`src/common/diag_pkg.sv`:
```
// What this block does
// - Diagnostic status held in one eleven-bit word.
// - Chip select high: word loads continuously.
// - Chip select low: loading stops, shifting starts.
// - Output advances on falling serial clock edges.
// - Data output floats while chip select high.
// - After eleven bits, output holds logic one.
// - Bits one to four: channel load errors.
// - Bits five to eight: commanded switch states.
// - Bit nine low above 145 C warning.
// - Bit ten low during thermal shutdown.
// - Bit eleven flags supply overvoltage above 35V.
// - Overvoltage forces switches off, with release hysteresis.
// - Undervoltage below about 5V forces switches off.
// - At 170 C all four switches turn off.
// - Switches re-enable after cooling to 160 C.
// - Enable low: sleep, switches, data output and error flag off; shutdown flag pin driven low.
// - Switch inputs ignored 30 us after enable.
// - Error flag low after 75 us persistence.
// - Shutdown flag pin driven low forces switches off.
//
// Purpose: Shared constants of the quad switch diagnostic block.
// Assumes: A 20 MHz system clock.
// Notes:   Times are kept in ns and converted to cycles here.

package diag_pkg;
    localparam int unsigned CHANNELS       = 4;
    localparam int unsigned DIAG_BITS      = 11;
    localparam int unsigned CNT_W          = 4;
    localparam int unsigned CLK_PERIOD_NS  = 50;

    // Field positions inside the diagnostic word, bit one of the word at index zero.
    localparam int unsigned LOAD_LSB       = 0;
    localparam int unsigned CMD_LSB        = 4;
    localparam int unsigned WARN_POS       = 8;
    localparam int unsigned TSD_POS        = 9;
    localparam int unsigned OV_POS         = 10;

    localparam logic [CNT_W-1:0] BITS_LAST = 4'hb;

    // Timing.
    localparam int unsigned ENABLE_DELAY_NS = 30000;
    localparam int unsigned ERROR_DELAY_NS  = 75000;
    localparam int unsigned SETUP_MIN_NS    = 500;
    localparam int unsigned ENABLE_DELAY_CYC = ENABLE_DELAY_NS / CLK_PERIOD_NS;
    localparam int unsigned ERROR_DELAY_CYC  = ERROR_DELAY_NS / CLK_PERIOD_NS;
    localparam int unsigned SETUP_MIN_CYC    =
        (SETUP_MIN_NS + CLK_PERIOD_NS - 1) / CLK_PERIOD_NS;

    // Width of the synchronised input bundle.
    localparam int unsigned SYNC_W = 18;

    // Bit positions inside the synchronised input bundle.
    localparam int unsigned SYN_FLAG     = 0;
    localparam int unsigned SYN_SCLK     = 1;
    localparam int unsigned SYN_CS_N     = 2;
    localparam int unsigned SYN_HOT      = 3;
    localparam int unsigned SYN_TRIP     = 4;
    localparam int unsigned SYN_WARN     = 5;
    localparam int unsigned SYN_UV       = 6;
    localparam int unsigned SYN_OV_HOLD  = 7;
    localparam int unsigned SYN_OV       = 8;
    localparam int unsigned SYN_LERR_LSB = 9;
    localparam int unsigned SYN_CTRL_LSB = 13;
    localparam int unsigned SYN_EN       = 17;
endpackage

```
`src/sync2.sv`:
```
// Purpose: Two flip-flop synchroniser, one stage pair per bit.
// Assumes: Inputs are asynchronous to sys_clk_in.
// Notes:   The first stage is read only by the second stage.

`timescale 1ns/1ns

module sync2 #(
    parameter int unsigned WIDTH = 1
) (
    input  wire logic             sys_clk_in,  // system clock
    input  wire logic             resetn_in,   // async reset, active low
    input  wire logic [WIDTH-1:0] async_in,    // asynchronous levels
    output logic      [WIDTH-1:0] sync_out     // synchronised levels
);
    logic [WIDTH-1:0] meta_q;

    for (genvar i = 0; i < WIDTH; i++) begin : g_bit
        always_ff @(posedge sys_clk_in or negedge resetn_in) begin
            if (!resetn_in) begin
                meta_q[i]   <= 1'b0;
                sync_out[i] <= 1'b0;
            end else begin
                meta_q[i]   <= async_in[i];
                sync_out[i] <= meta_q[i];
            end
        end
    end
endmodule

```
`src/persist_timer.sv`:
```
// Purpose: Reports a level once it has held for a set number of cycles.
// Assumes: The level is synchronous to sys_clk_in.
// Notes:   Any drop of the level restarts the count.

`timescale 1ns/1ns

module persist_timer #(
    parameter int unsigned CYCLES = 1
) (
    input  wire logic sys_clk_in,  // system clock
    input  wire logic resetn_in,   // async reset, active low
    input  wire logic level_in,    // level to be timed
    output logic      hit_out      // level held for CYCLES cycles
);
    localparam int unsigned W = $clog2(CYCLES + 1);
    localparam logic [W-1:0] LIMIT = W'(CYCLES);

    logic [W-1:0] count_q;
    logic [W-1:0] count_d;

    always_comb begin
        count_d = count_q;
        if (!level_in) begin
            count_d = '0;
        end else if (count_q != LIMIT) begin
            count_d = count_q + 1'b1;
        end
    end

    always_ff @(posedge sys_clk_in or negedge resetn_in) begin
        if (!resetn_in) begin
            count_q <= '0;
        end else begin
            count_q <= count_d;
        end
    end

    assign hit_out = (count_q == LIMIT);
endmodule

```
`src/quad_switch_diag.sv`:
```
// Purpose: Protection logic and serial diagnostic readout of a quad switch.
// Assumes: Analog comparators deliver plain levels; all pins are asynchronous.
// Notes:   The serial clock is sampled by sys_clk_in and its edges detected.
//          Every pin passes two flip-flops, so each pin reaches the logic two
//          cycles late; the controller's setup wait and serial clock phases of
//          at least four system cycles cover that latency.
//          Sleep clears the overvoltage and shutdown latches.

`timescale 1ns/1ns

module quad_switch_diag (
    input  wire logic       sys_clk_in,             // system clock, 20 MHz
    input  wire logic       resetn_in,              // async reset, active low
    input  wire logic       enable_in,              // device enable, low is sleep
    input  wire logic [3:0] switch_ctrl_in,         // commanded switch states
    input  wire logic [3:0] load_err_in,            // per-channel load comparator error
    input  wire logic       vcc_over_in,            // supply above 35V
    input  wire logic       vcc_over_hold_in,       // supply above 35V less 750 mV
    input  wire logic       vcc_under_in,           // supply below about 5V
    input  wire logic       temp_warn_in,           // die above 145 C
    input  wire logic       temp_trip_in,           // die at or above 170 C
    input  wire logic       temp_hot_in,            // die above 160 C
    input  wire logic       cs_n_in,                // chip select, active low
    input  wire logic       sclk_in,                // serial clock from controller
    input  wire logic       overtemp_shutdown_flag_in,     // shutdown flag pin level
    output logic            overtemp_shutdown_flag_out,    // shutdown flag pin drive value
    output logic            overtemp_shutdown_flag_oe_out, // shutdown flag pin drive enable
    output logic            sdo_out,                // serial data output value
    output logic            sdo_oe_out,             // serial data output enable
    output logic [3:0]      switch_on_out,          // switch gate drive
    output logic            error_flag_n_out,       // error flag drive value
    output logic            error_flag_n_oe_out     // error flag drive enable
);
    localparam int unsigned N = diag_pkg::CHANNELS;
    localparam int unsigned B = diag_pkg::DIAG_BITS;

    // ------------------------------------------------------------------
    // Input synchronisation
    // ------------------------------------------------------------------
    logic [diag_pkg::SYNC_W-1:0] raw;
    logic [diag_pkg::SYNC_W-1:0] syn;

    assign raw[diag_pkg::SYN_EN]               = enable_in;
    assign raw[diag_pkg::SYN_CTRL_LSB +: N]    = switch_ctrl_in;
    assign raw[diag_pkg::SYN_LERR_LSB +: N]    = load_err_in;
    assign raw[diag_pkg::SYN_OV]               = vcc_over_in;
    assign raw[diag_pkg::SYN_OV_HOLD]          = vcc_over_hold_in;
    assign raw[diag_pkg::SYN_UV]               = vcc_under_in;
    assign raw[diag_pkg::SYN_WARN]             = temp_warn_in;
    assign raw[diag_pkg::SYN_TRIP]             = temp_trip_in;
    assign raw[diag_pkg::SYN_HOT]              = temp_hot_in;
    assign raw[diag_pkg::SYN_CS_N]             = cs_n_in;
    assign raw[diag_pkg::SYN_SCLK]             = sclk_in;
    assign raw[diag_pkg::SYN_FLAG]             = overtemp_shutdown_flag_in;

    sync2 #(
        .WIDTH (diag_pkg::SYNC_W)
    ) u_sync (
        .sys_clk_in (sys_clk_in),
        .resetn_in  (resetn_in),
        .async_in   (raw),
        .sync_out   (syn)
    );

    logic         en_s;
    logic [N-1:0] ctrl_s;
    logic [N-1:0] lerr_s;
    logic         ov_s;
    logic         ov_hold_s;
    logic         uv_s;
    logic         warn_s;
    logic         trip_s;
    logic         hot_s;
    logic         cs_n_s;
    logic         sclk_s;
    logic         tflag_s;

    assign en_s      = syn[diag_pkg::SYN_EN];
    assign ctrl_s    = syn[diag_pkg::SYN_CTRL_LSB +: N];
    assign lerr_s    = syn[diag_pkg::SYN_LERR_LSB +: N];
    assign ov_s      = syn[diag_pkg::SYN_OV];
    assign ov_hold_s = syn[diag_pkg::SYN_OV_HOLD];
    assign uv_s      = syn[diag_pkg::SYN_UV];
    assign warn_s    = syn[diag_pkg::SYN_WARN];
    assign trip_s    = syn[diag_pkg::SYN_TRIP];
    assign hot_s     = syn[diag_pkg::SYN_HOT];
    assign cs_n_s    = syn[diag_pkg::SYN_CS_N];
    assign sclk_s    = syn[diag_pkg::SYN_SCLK];
    assign tflag_s   = syn[diag_pkg::SYN_FLAG];

    // ------------------------------------------------------------------
    // State
    // ------------------------------------------------------------------
    typedef enum logic [1:0] {
        SLEEP,
        LOAD,
        SHIFT
    } mode_t;

    typedef struct packed {
        mode_t             mode;
        logic              ov;
        logic              tsd;
        logic [B-1:0]      shreg;
        logic [diag_pkg::CNT_W-1:0] cnt;
        logic              sclk_prev;
        logic              sdo;
        logic              sdo_oe;
        logic [N-1:0]      gate;
        logic              tflag_oe;
        logic              err_oe;
    } state_t;

    state_t q;
    state_t d;

    // ------------------------------------------------------------------
    // Delays
    // ------------------------------------------------------------------
    logic armed;
    logic err_any;
    logic err_long;

    persist_timer #(
        .CYCLES (diag_pkg::ENABLE_DELAY_CYC)
    ) u_arm (
        .sys_clk_in (sys_clk_in),
        .resetn_in  (resetn_in),
        .level_in   (en_s),
        .hit_out    (armed)
    );

    persist_timer #(
        .CYCLES (diag_pkg::ERROR_DELAY_CYC)
    ) u_err (
        .sys_clk_in (sys_clk_in),
        .resetn_in  (resetn_in),
        .level_in   (err_any),
        .hit_out    (err_long)
    );

    // ------------------------------------------------------------------
    // Status word
    // ------------------------------------------------------------------
    logic         shutdown;
    logic [B-1:0] word;

    // An external low on the flag pin reports and shuts down like a thermal trip, but sets no latch and does not drive the pin.
    // The device also sees its own pull-down through the pin, which only
    // lengthens the shutdown report by the synchroniser delay.
    assign shutdown = q.tsd | ~tflag_s;

    assign err_any = en_s & ((|lerr_s) | warn_s | q.ov | shutdown);

    always_comb begin
        word = '0;
        word[diag_pkg::LOAD_LSB +: N] = lerr_s;
        word[diag_pkg::CMD_LSB +: N]  = ctrl_s;
        word[diag_pkg::WARN_POS]      = ~warn_s;
        word[diag_pkg::TSD_POS]       = ~shutdown;
        word[diag_pkg::OV_POS]        = q.ov;
    end

    // ------------------------------------------------------------------
    // Switch permission, one stage per channel
    // ------------------------------------------------------------------
    logic         drive_ok;
    logic [N-1:0] gate_next;

    // Overvoltage, undervoltage and shutdown withdraw the permission of all four channels together.
    assign drive_ok = armed & ~q.ov & ~uv_s & ~shutdown;

    for (genvar c = 0; c < N; c++) begin : g_chan
        assign gate_next[c] = drive_ok & ctrl_s[c];
    end

    // ------------------------------------------------------------------
    // Next state
    // ------------------------------------------------------------------
    logic sclk_fall;

    // The edge is found on the synchronised level, two cycles after the pin.
    assign sclk_fall = q.sclk_prev & ~sclk_s;

    always_comb begin
        d           = q;
        d.sclk_prev = sclk_s;

        // Overvoltage latch with release at the lower threshold.
        if (ov_s) begin
            d.ov = 1'b1;
        end else if (!ov_hold_s) begin
            d.ov = 1'b0;
        end

        // Thermal shutdown cycles between 170 C and 160 C.
        if (trip_s) begin
            d.tsd = 1'b1;
        end else if (!hot_s) begin
            d.tsd = 1'b0;
        end

        // Switch drive follows the per-channel permission.
        d.gate = gate_next;

        d.err_oe   = err_long;
        d.tflag_oe = q.tsd;

        case (q.mode)
            SLEEP: begin
                d.sdo_oe = 1'b0;
                d.sdo    = 1'b1;
                d.cnt    = '0;
                if (en_s) begin
                    d.mode = LOAD;
                end
            end
            LOAD: begin
                d.sdo_oe = 1'b0;
                d.cnt    = '0;
                if (!cs_n_s) begin
                    // The word of the last load cycle stays frozen, so bit one matches it.
                    d.mode   = SHIFT;
                    d.sdo_oe = 1'b1;
                    d.sdo    = q.shreg[0];
                end else begin
                    d.shreg  = word;
                end
            end
            SHIFT: begin
                d.sdo_oe = 1'b1;
                if (cs_n_s) begin
                    d.mode   = LOAD;
                    d.sdo_oe = 1'b0;
                end else if (sclk_fall) begin
                    // Ones fill from the top so a finished word reads high.
                    d.shreg = {1'b1, q.shreg[B-1:1]};
                    d.sdo   = q.shreg[1];
                    if (q.cnt != diag_pkg::BITS_LAST) begin
                        d.cnt = q.cnt + 1'b1;
                    end
                    if (q.cnt >= diag_pkg::BITS_LAST - 1'b1) begin
                        d.sdo = 1'b1;
                    end
                end
            end
            default: begin
                d.mode = SLEEP;
            end
        endcase

        // Sleep overrides everything above.
        if (!en_s) begin
            d.mode     = SLEEP;
            d.gate     = '0;
            d.sdo_oe   = 1'b0;
            d.err_oe   = 1'b0;
            d.tflag_oe = 1'b1;
            d.tsd      = 1'b0;
            d.ov       = 1'b0;
        end
    end

    // ------------------------------------------------------------------
    // Registers
    // ------------------------------------------------------------------
    always_ff @(posedge sys_clk_in or negedge resetn_in) begin
        if (!resetn_in) begin
            q <= '{mode: SLEEP, default: '0};
        end else begin
            q <= d;
        end
    end

    // ------------------------------------------------------------------
    // Outputs
    // ------------------------------------------------------------------
    // The controller's 500 ns setup wait covers the synchroniser latency.
    assign sdo_out                       = q.sdo;
    assign sdo_oe_out                    = q.sdo_oe;
    assign switch_on_out                 = q.gate;
    assign error_flag_n_out              = 1'b0;
    assign error_flag_n_oe_out           = q.err_oe;
    assign overtemp_shutdown_flag_out    = 1'b0;
    assign overtemp_shutdown_flag_oe_out = q.tflag_oe;
endmodule

```
`config.mk`:
```
export PLATFORM = sky130hd
export DESIGN_NAME = quad_switch_diag
export DESIGN_NICKNAME = d
export VERILOG_FILES = /design/src/common/diag_pkg.sv /design/src/sync2.sv /design/src/persist_timer.sv /design/src/quad_switch_diag.sv
export SDC_FILE = /design/constraint.sdc
export NUM_CORES = 1
export LEC_CHECK = 0
export BUFFER_PORTS_ARGS = -buffer_cell sky130_fd_sc_hd__buf_2
export CORE_MARGIN = 1
export CORE_UTILIZATION = 50
export CTS_BUF_LIST = sky130_fd_sc_hd__clkbuf_8
export DETAILED_ROUTE_END_ITERATION = 6
export GPL_TIMING_DRIVEN = 0
export PLACE_DENSITY = 0.74
export SYNTH_ARGS = -nofsm -noshare
export SYNTH_HDL_FRONTEND = slang
export SYNTH_SLANG_ARGS = --single-unit
```
`constraint.sdc`:
```
create_clock -name sys_clk_in -period 1.71 [get_ports sys_clk_in]
set_clock_uncertainty 0.1 [all_clocks]
set_input_delay 0.0855 -clock sys_clk_in [delete_from_list [all_inputs] [get_ports sys_clk_in]]
set_output_delay 0.0855 -clock sys_clk_in [all_outputs]
set_load 0.01 [all_outputs]
```
* Word-level counts from Yosys, hierarchy flattened *
Index checks and enable logic that the tools add are counted.

operators by class
  add/subtract/negate cells = 3
  multipliers = 0
  divide/modulo/power cells = 0
  $lt $le $gt $ge = 1
  equal/unequal tests = 19
  shifts and indexed selects = 0
  mux-type cells = 25
  bitwise gates (word level) = 19
  reductions and logical operators = 10

operators with widths
  operator                                                         number
  11-bit two-way mux                                               3
  15-bit two-way mux                                               2
  11-bit one-hot mux with 2 select lines                           1
  10-bit two-way mux                                               2
  3-bit inequality test, second input constant                     4
  2-bit one-hot mux with 3 select lines                            2
  4-bit AND reduction                                              3
  11-bit by 1-bit adder with 11-bit output, second input constant  1
  11-bit equality test, second input constant                      1
  11-bit inequality test, second input constant                    1
  10-bit by 1-bit adder with 10-bit output, second input constant  1
  10-bit equality test, second input constant                      1
  10-bit inequality test, second input constant                    1
  2-bit inequality test, second input constant                     5
  1-bit bitwise AND                                                9
  1-bit two-way mux                                                8
  4-bit two-way mux                                                2
  4-bit inequality test, second input constant                     2
  4-bit one-hot mux with 2 select lines                            1
  7-bit two-way mux                                                1
  2-bit two-way mux                                                3
  1-bit inverter                                                   6
  4-bit by 1-bit adder with 4-bit output, second input constant    1
  4-bit greater-or-equal comparator, second input constant         1
  other kinds (10)                                                 15

storage, ports and cells
  flip-flop bits (word level) = 85
  latch bits = 0
  bits in writable memories = 0
  memory bits (read-only) = 0
  input bits = 20
  output and inout bits = 10
  word-level logic and storage cells = 126
  memories = 0

* Depth between registers and ports, before layout *
  depth in word-level cells = 6
  mapped depth = 7

* Modules after synthesis *
From an unflattened synthesis, not the netlist that was laid out.

second synthesis, totals
  cells, all modules = 286
  area, all modules = 3515.9 µm²

by module, submodules not included
  module                 times used  cells each  area an instance (µm²)
  quad_switch_diag       1           136         1495.2
  sync2                  1           36          900.9
  persist_timer (u_err)  1           61          595.6
  persist_timer (u_arm)  1           53          524.3

* Worst setup path before layout *
Ideal clock, no wire load.

  path type = flip-flop to flip-flop
  from = reg u_err.count_q[0]
  to = reg u_err.count_q[5]
  setup time = 0.073 ns
  arrival = 1.536 ns
  path slack = 0.001 ns
  stages on the path, launching flop included = 8
  buffers on the path = 1
  clock period less this slack = 1.709 ns
  cells stage by stage = dfrtp_1 > inv_1 > ha_1 > and4bb_4 > and3_4 > buf_6 > or3_1 > a21oi_2

between the ends
  cells in the longest elaborated chain, start to end = 3
  elaborated cells on any way between the ends = 5
  those cells by class = add/sub: 1; eq/ne: 2; mux: 2

ends and longest elaborated chain
  element                                   line                 RTL
  from (decl)                               persist_timer.sv:18  logic [W-1:0] count_q;
  from (signal assigned)                    persist_timer.sv:34  count_q <= count_d;
  11-bit by 1-bit adder with 11-bit output  persist_timer.sv:26  count_d = count_q + 1'b1;
  11-bit two-way mux                        persist_timer.sv:25  end else if (count_q != LIMIT) begin
  11-bit two-way mux                        persist_timer.sv:23  if (!level_in) begin

Parallel ways exist; a longest one is shown, timed or not. The select of a mux whose other input is x is not followed.
A chain may end at the register's enable or synchronous reset.

* Worst setup path in the final report *
  from = reg u_sync.sync_out[9]
  to = reg u_err.count_q[1]

between the ends
  cells in the longest elaborated chain, start to end = 6
  elaborated cells on any way between the ends = 7
  those cells by class = eq/ne: 1; mux: 1; bitwise: 4; reduce/logical: 1

ends and longest elaborated chain
  element                                                                              line                     RTL
  from (decl)                                                                          sync2.sv:13              output logic [WIDTH-1:0] sync_out
  from (signal, indexed assignment)                                                    sync2.sv:24              sync_out[i] <= meta_q[i];
  4-bit OR reduction (*)                                                               quad_switch_diag.sv:153  assign err_any = en_s & ((|lerr_s) | warn_s | q.ov | shutdown);
  1-bit OR (*) (3 in series)                                                           quad_switch_diag.sv:153
  1-bit bitwise AND (*)                                                                quad_switch_diag.sv:153
  2-bit inequality test (no source line) / 11-bit two-way mux (equally long branches)  -

Mark *: on every way between the ends. The rest lies on a longest branch, timed or not.

==> results.yml <==
die:
  die_h_um: 84.75
  ioPinCount: 30
  fp.dieW_um: 84.75
  start_util: 0.5271
  rows: 29
  coreArea_sq_mm: 0.006495
  dieArea_sq_mm: 0.007182
setup_path:
  r2r_slack_ps: -30
  endpoint_kind: "flip-flop"
  crit_type: "reg -> reg"
  worstPathRequired_ps: 1840
  worstPathMaxFanout: 5
  r2r-end: "u_err.count_q[1]"
  critPathLaunch: "u_sync.sync_out[9]"
  worst-r2r-cell-count: 4
  critPathLaunchType: "flip-flop"
  arrival_ps: 1870
  r2r_start: "u_sync.sync_out[9]"
clock_network:
  cts_root_buf: "clkbuf_8"
  h-tree-depth: 3
  cts_tree: "built"
  cts.sink_count: 85
  clk_path_buf_depth: 2
  cts-buffers-inserted: 9
  clk_pin_slew_ps: 80
  clock_latency_ps: 340
power_and_ir_drop:
  cellPowerDensity_mw_per_mm2: 1036
  vdd_ir_drop_max_mv: 0.7733
  leakage_nw: 1.944
drt:
  vias_per_cell: 5.339
  via_count: 2333
  drcViolationCount: 0
  drt-initial-drc-count: 172
  wl_per_cell_um: 14.19
  wirelength_um: 6203
  antenna_left: 0
  drt_first_pass_iters: 6
synthesis:
  ys_seq_area_frac: 0.6213
  synth_top_cells_by_area: "dfrtp_1 62%, ha_1 3.3%, xnor2_1 3.1%"
  avgSynthCellArea_sq_um: 11.93
  yosysUniqueCellTypes: 46
  netlist.area_leader.share: 0.6213
  yosys.area.top_type: "dfrtp_1"
  ys_async_sr_fraction: 1.000
  synth-edff-count: 0
  yosys_most_used_dff: "dfrtp_1"
  yosysMostFrequentCell: "dfrtp_1"
  yosys_warnings: 0
  netlist_area_sq_mm: 0.003423
  synth_top_cells_by_count: "85 x dfrtp_1, 22 x nand2_1, 19 x nor2_1, 19 x o21ai_0, 13 x and2_1"
  synthCells: 287
  ys_ff_latch: 85
sta:
  fmax_mhz: 574.9
  rsz0062_at_grt: "true"
  finalWorstSetupSlack_ps: -29.45
  period_minus_slack_ps: 1739
  hold_slack_ps: 38.65
  setup-violations-final: 10
  slew_violations: 0
  hold_viol: 0
  final.period_utilization: 1.017
global_route:
  grt_antenna_before_repair: 0
  grt_pass1_vias: 2213
  grt_pass1_wl_um: 10320
  gr-usage-all-layers: 0.1878
  grt_overflow_total: 0
  grt_max_degree: 73
finish:
  num_antenna_cells: 0
  final_nets: 385
  area_delta_synth_final_pct: 24.71
  final_cells: 437
  postLayoutCoreUtil: 0.6573
  layout-drive-gt1-share: 0.2556
place:
  gp_congestion: 0.8418
  post-dp-hpwl_um: 3713
  numPortBuffers: 27
  pre_cts_ws_ps: -185.2
  dp.cells: 393
run_status:
  status: "finished, violations left"
  violations: "setup timing"
run:
  drv_cap: 0
min_path:
  hp-class: "in -> async"
layout make-up:
class	count	area, sq um
buffer	13	101.3
clock buffer	11	151.4
clock inverter	4	47.55
fill	487	2226
inverter	11	41.29
multi-input combinational	179	1276
sequential	85	2127
tap	77	96.34
timing repair buffer	57	427.9
power breakdown:
part	switching, W	total (W)	internal (W)
clock network	0.000664	0.00141	0.000742
registers	0.000122	0.00233	0.00221
logic	0.000343	0.000684	0.000342
worst max-delay path, stage by stage (launching register included):
cell	delay, ps
dfrtp_1	400
or4_4	560
o41ai_4	300
buf_4	220
nor2_1	50
cells by family (layout without fill, tap and decap cells):
family / count (synthesis) / after routing / share of synthesized area
AO/OA/AOI/OAI: 39 / 39 / 0.06981
XOR/XNOR: 14 / 14 / 0.03582
adder cells (fa/ha/maj): 9 / 9 / 0.03290
buffers and inverters: 24 / 96 / 0.03691
flip-flops: 85 / 85 / 0.6213
multiplexers: 12 / 12 / 0.03582
other: 1 / 2 / 0.001095
AND/OR/NAND/NOR: 103 / 103 / 0.1663
how the worst max path moves through the flow:
stage	slack [ps]	cells past startpoint	endpoint
after floorplan	1	7	u_err.count_q[5]
after global placement	-190	1	u_err.count_q[3]
after detailed placement	-190	6	switch_on_out[2]
after CTS	-20	4	u_err.count_q[0]
after global routing	-100	4	u_err.count_q[0]
final	-30	4	u_err.count_q[1]
routing by layer:
metal / global-route usage / wire length [um] / vias up / part of all wire
met2: 0.2971 / 3132 / 62 / 0.50
met5: 0 / 0 / - / 0
met4: 0.08783 / 157 / 0 / 0.025
li1: - / - / 1098 / -
met3: 0.02950 / 222 / 16 / 0.036
met1: 0.2577 / 2691 / 1157 / 0.43
what timing repair did:
action                     in CTS  in global routing
gates resized for setup        16                 23
hold buffers                   19                  0
setup buffers                   3                  5
pin swaps                       3                  3
gates cloned                    1                  1
hold endpoints to repair      103                  0
setup endpoints to repair      30                 32
cells in the final DEF (no fill, tap or decap), types with 3 or more instances in the layout:
cell type / count
a21boi_0: 3
a21oi_1: 6
and2_1: 13
and3_1: 3
buf_2: 27
buf_4: 19
clkbuf_8: 11
dfrtp_1: 85
dlygate4sd3_1: 19
ha_1: 6
inv_1: 7
inv_2: 4
mux2i_1: 10
nand2_1: 22
nand2b_1: 5
nand3_1: 9
nand4_1: 4
nor2_1: 18
nor2b_1: 3
nor3_1: 6
o21ai_0: 16
or3_1: 4
xnor2_1: 12
sequential cells by signal, summed over array words and instances, names as in the netlist:
register and flops:
overtemp_shutdown_flag_oe_out 1, error_flag_n_oe_out 1, u_arm.count_q 10, switch_on_out 4, q 20, sdo_oe_out 1, u_sync.meta_q 18, sdo_out 1
u_sync.sync_out 18, u_err.count_q 11
per-stage QoR:
step                      area [sq um]  total power, W  setup TNS, ps
after CTS                         4160        0.004353         -133.2
final                             4269        0.004424         -187.9
after global placement            3659        0.002839         -17760
after floorplan                   3427        0.002679              0
after detailed placement          3689        0.002876          -2556
after global routing              4269        0.004640         -935.4
(Power assumes the default switching activity.)
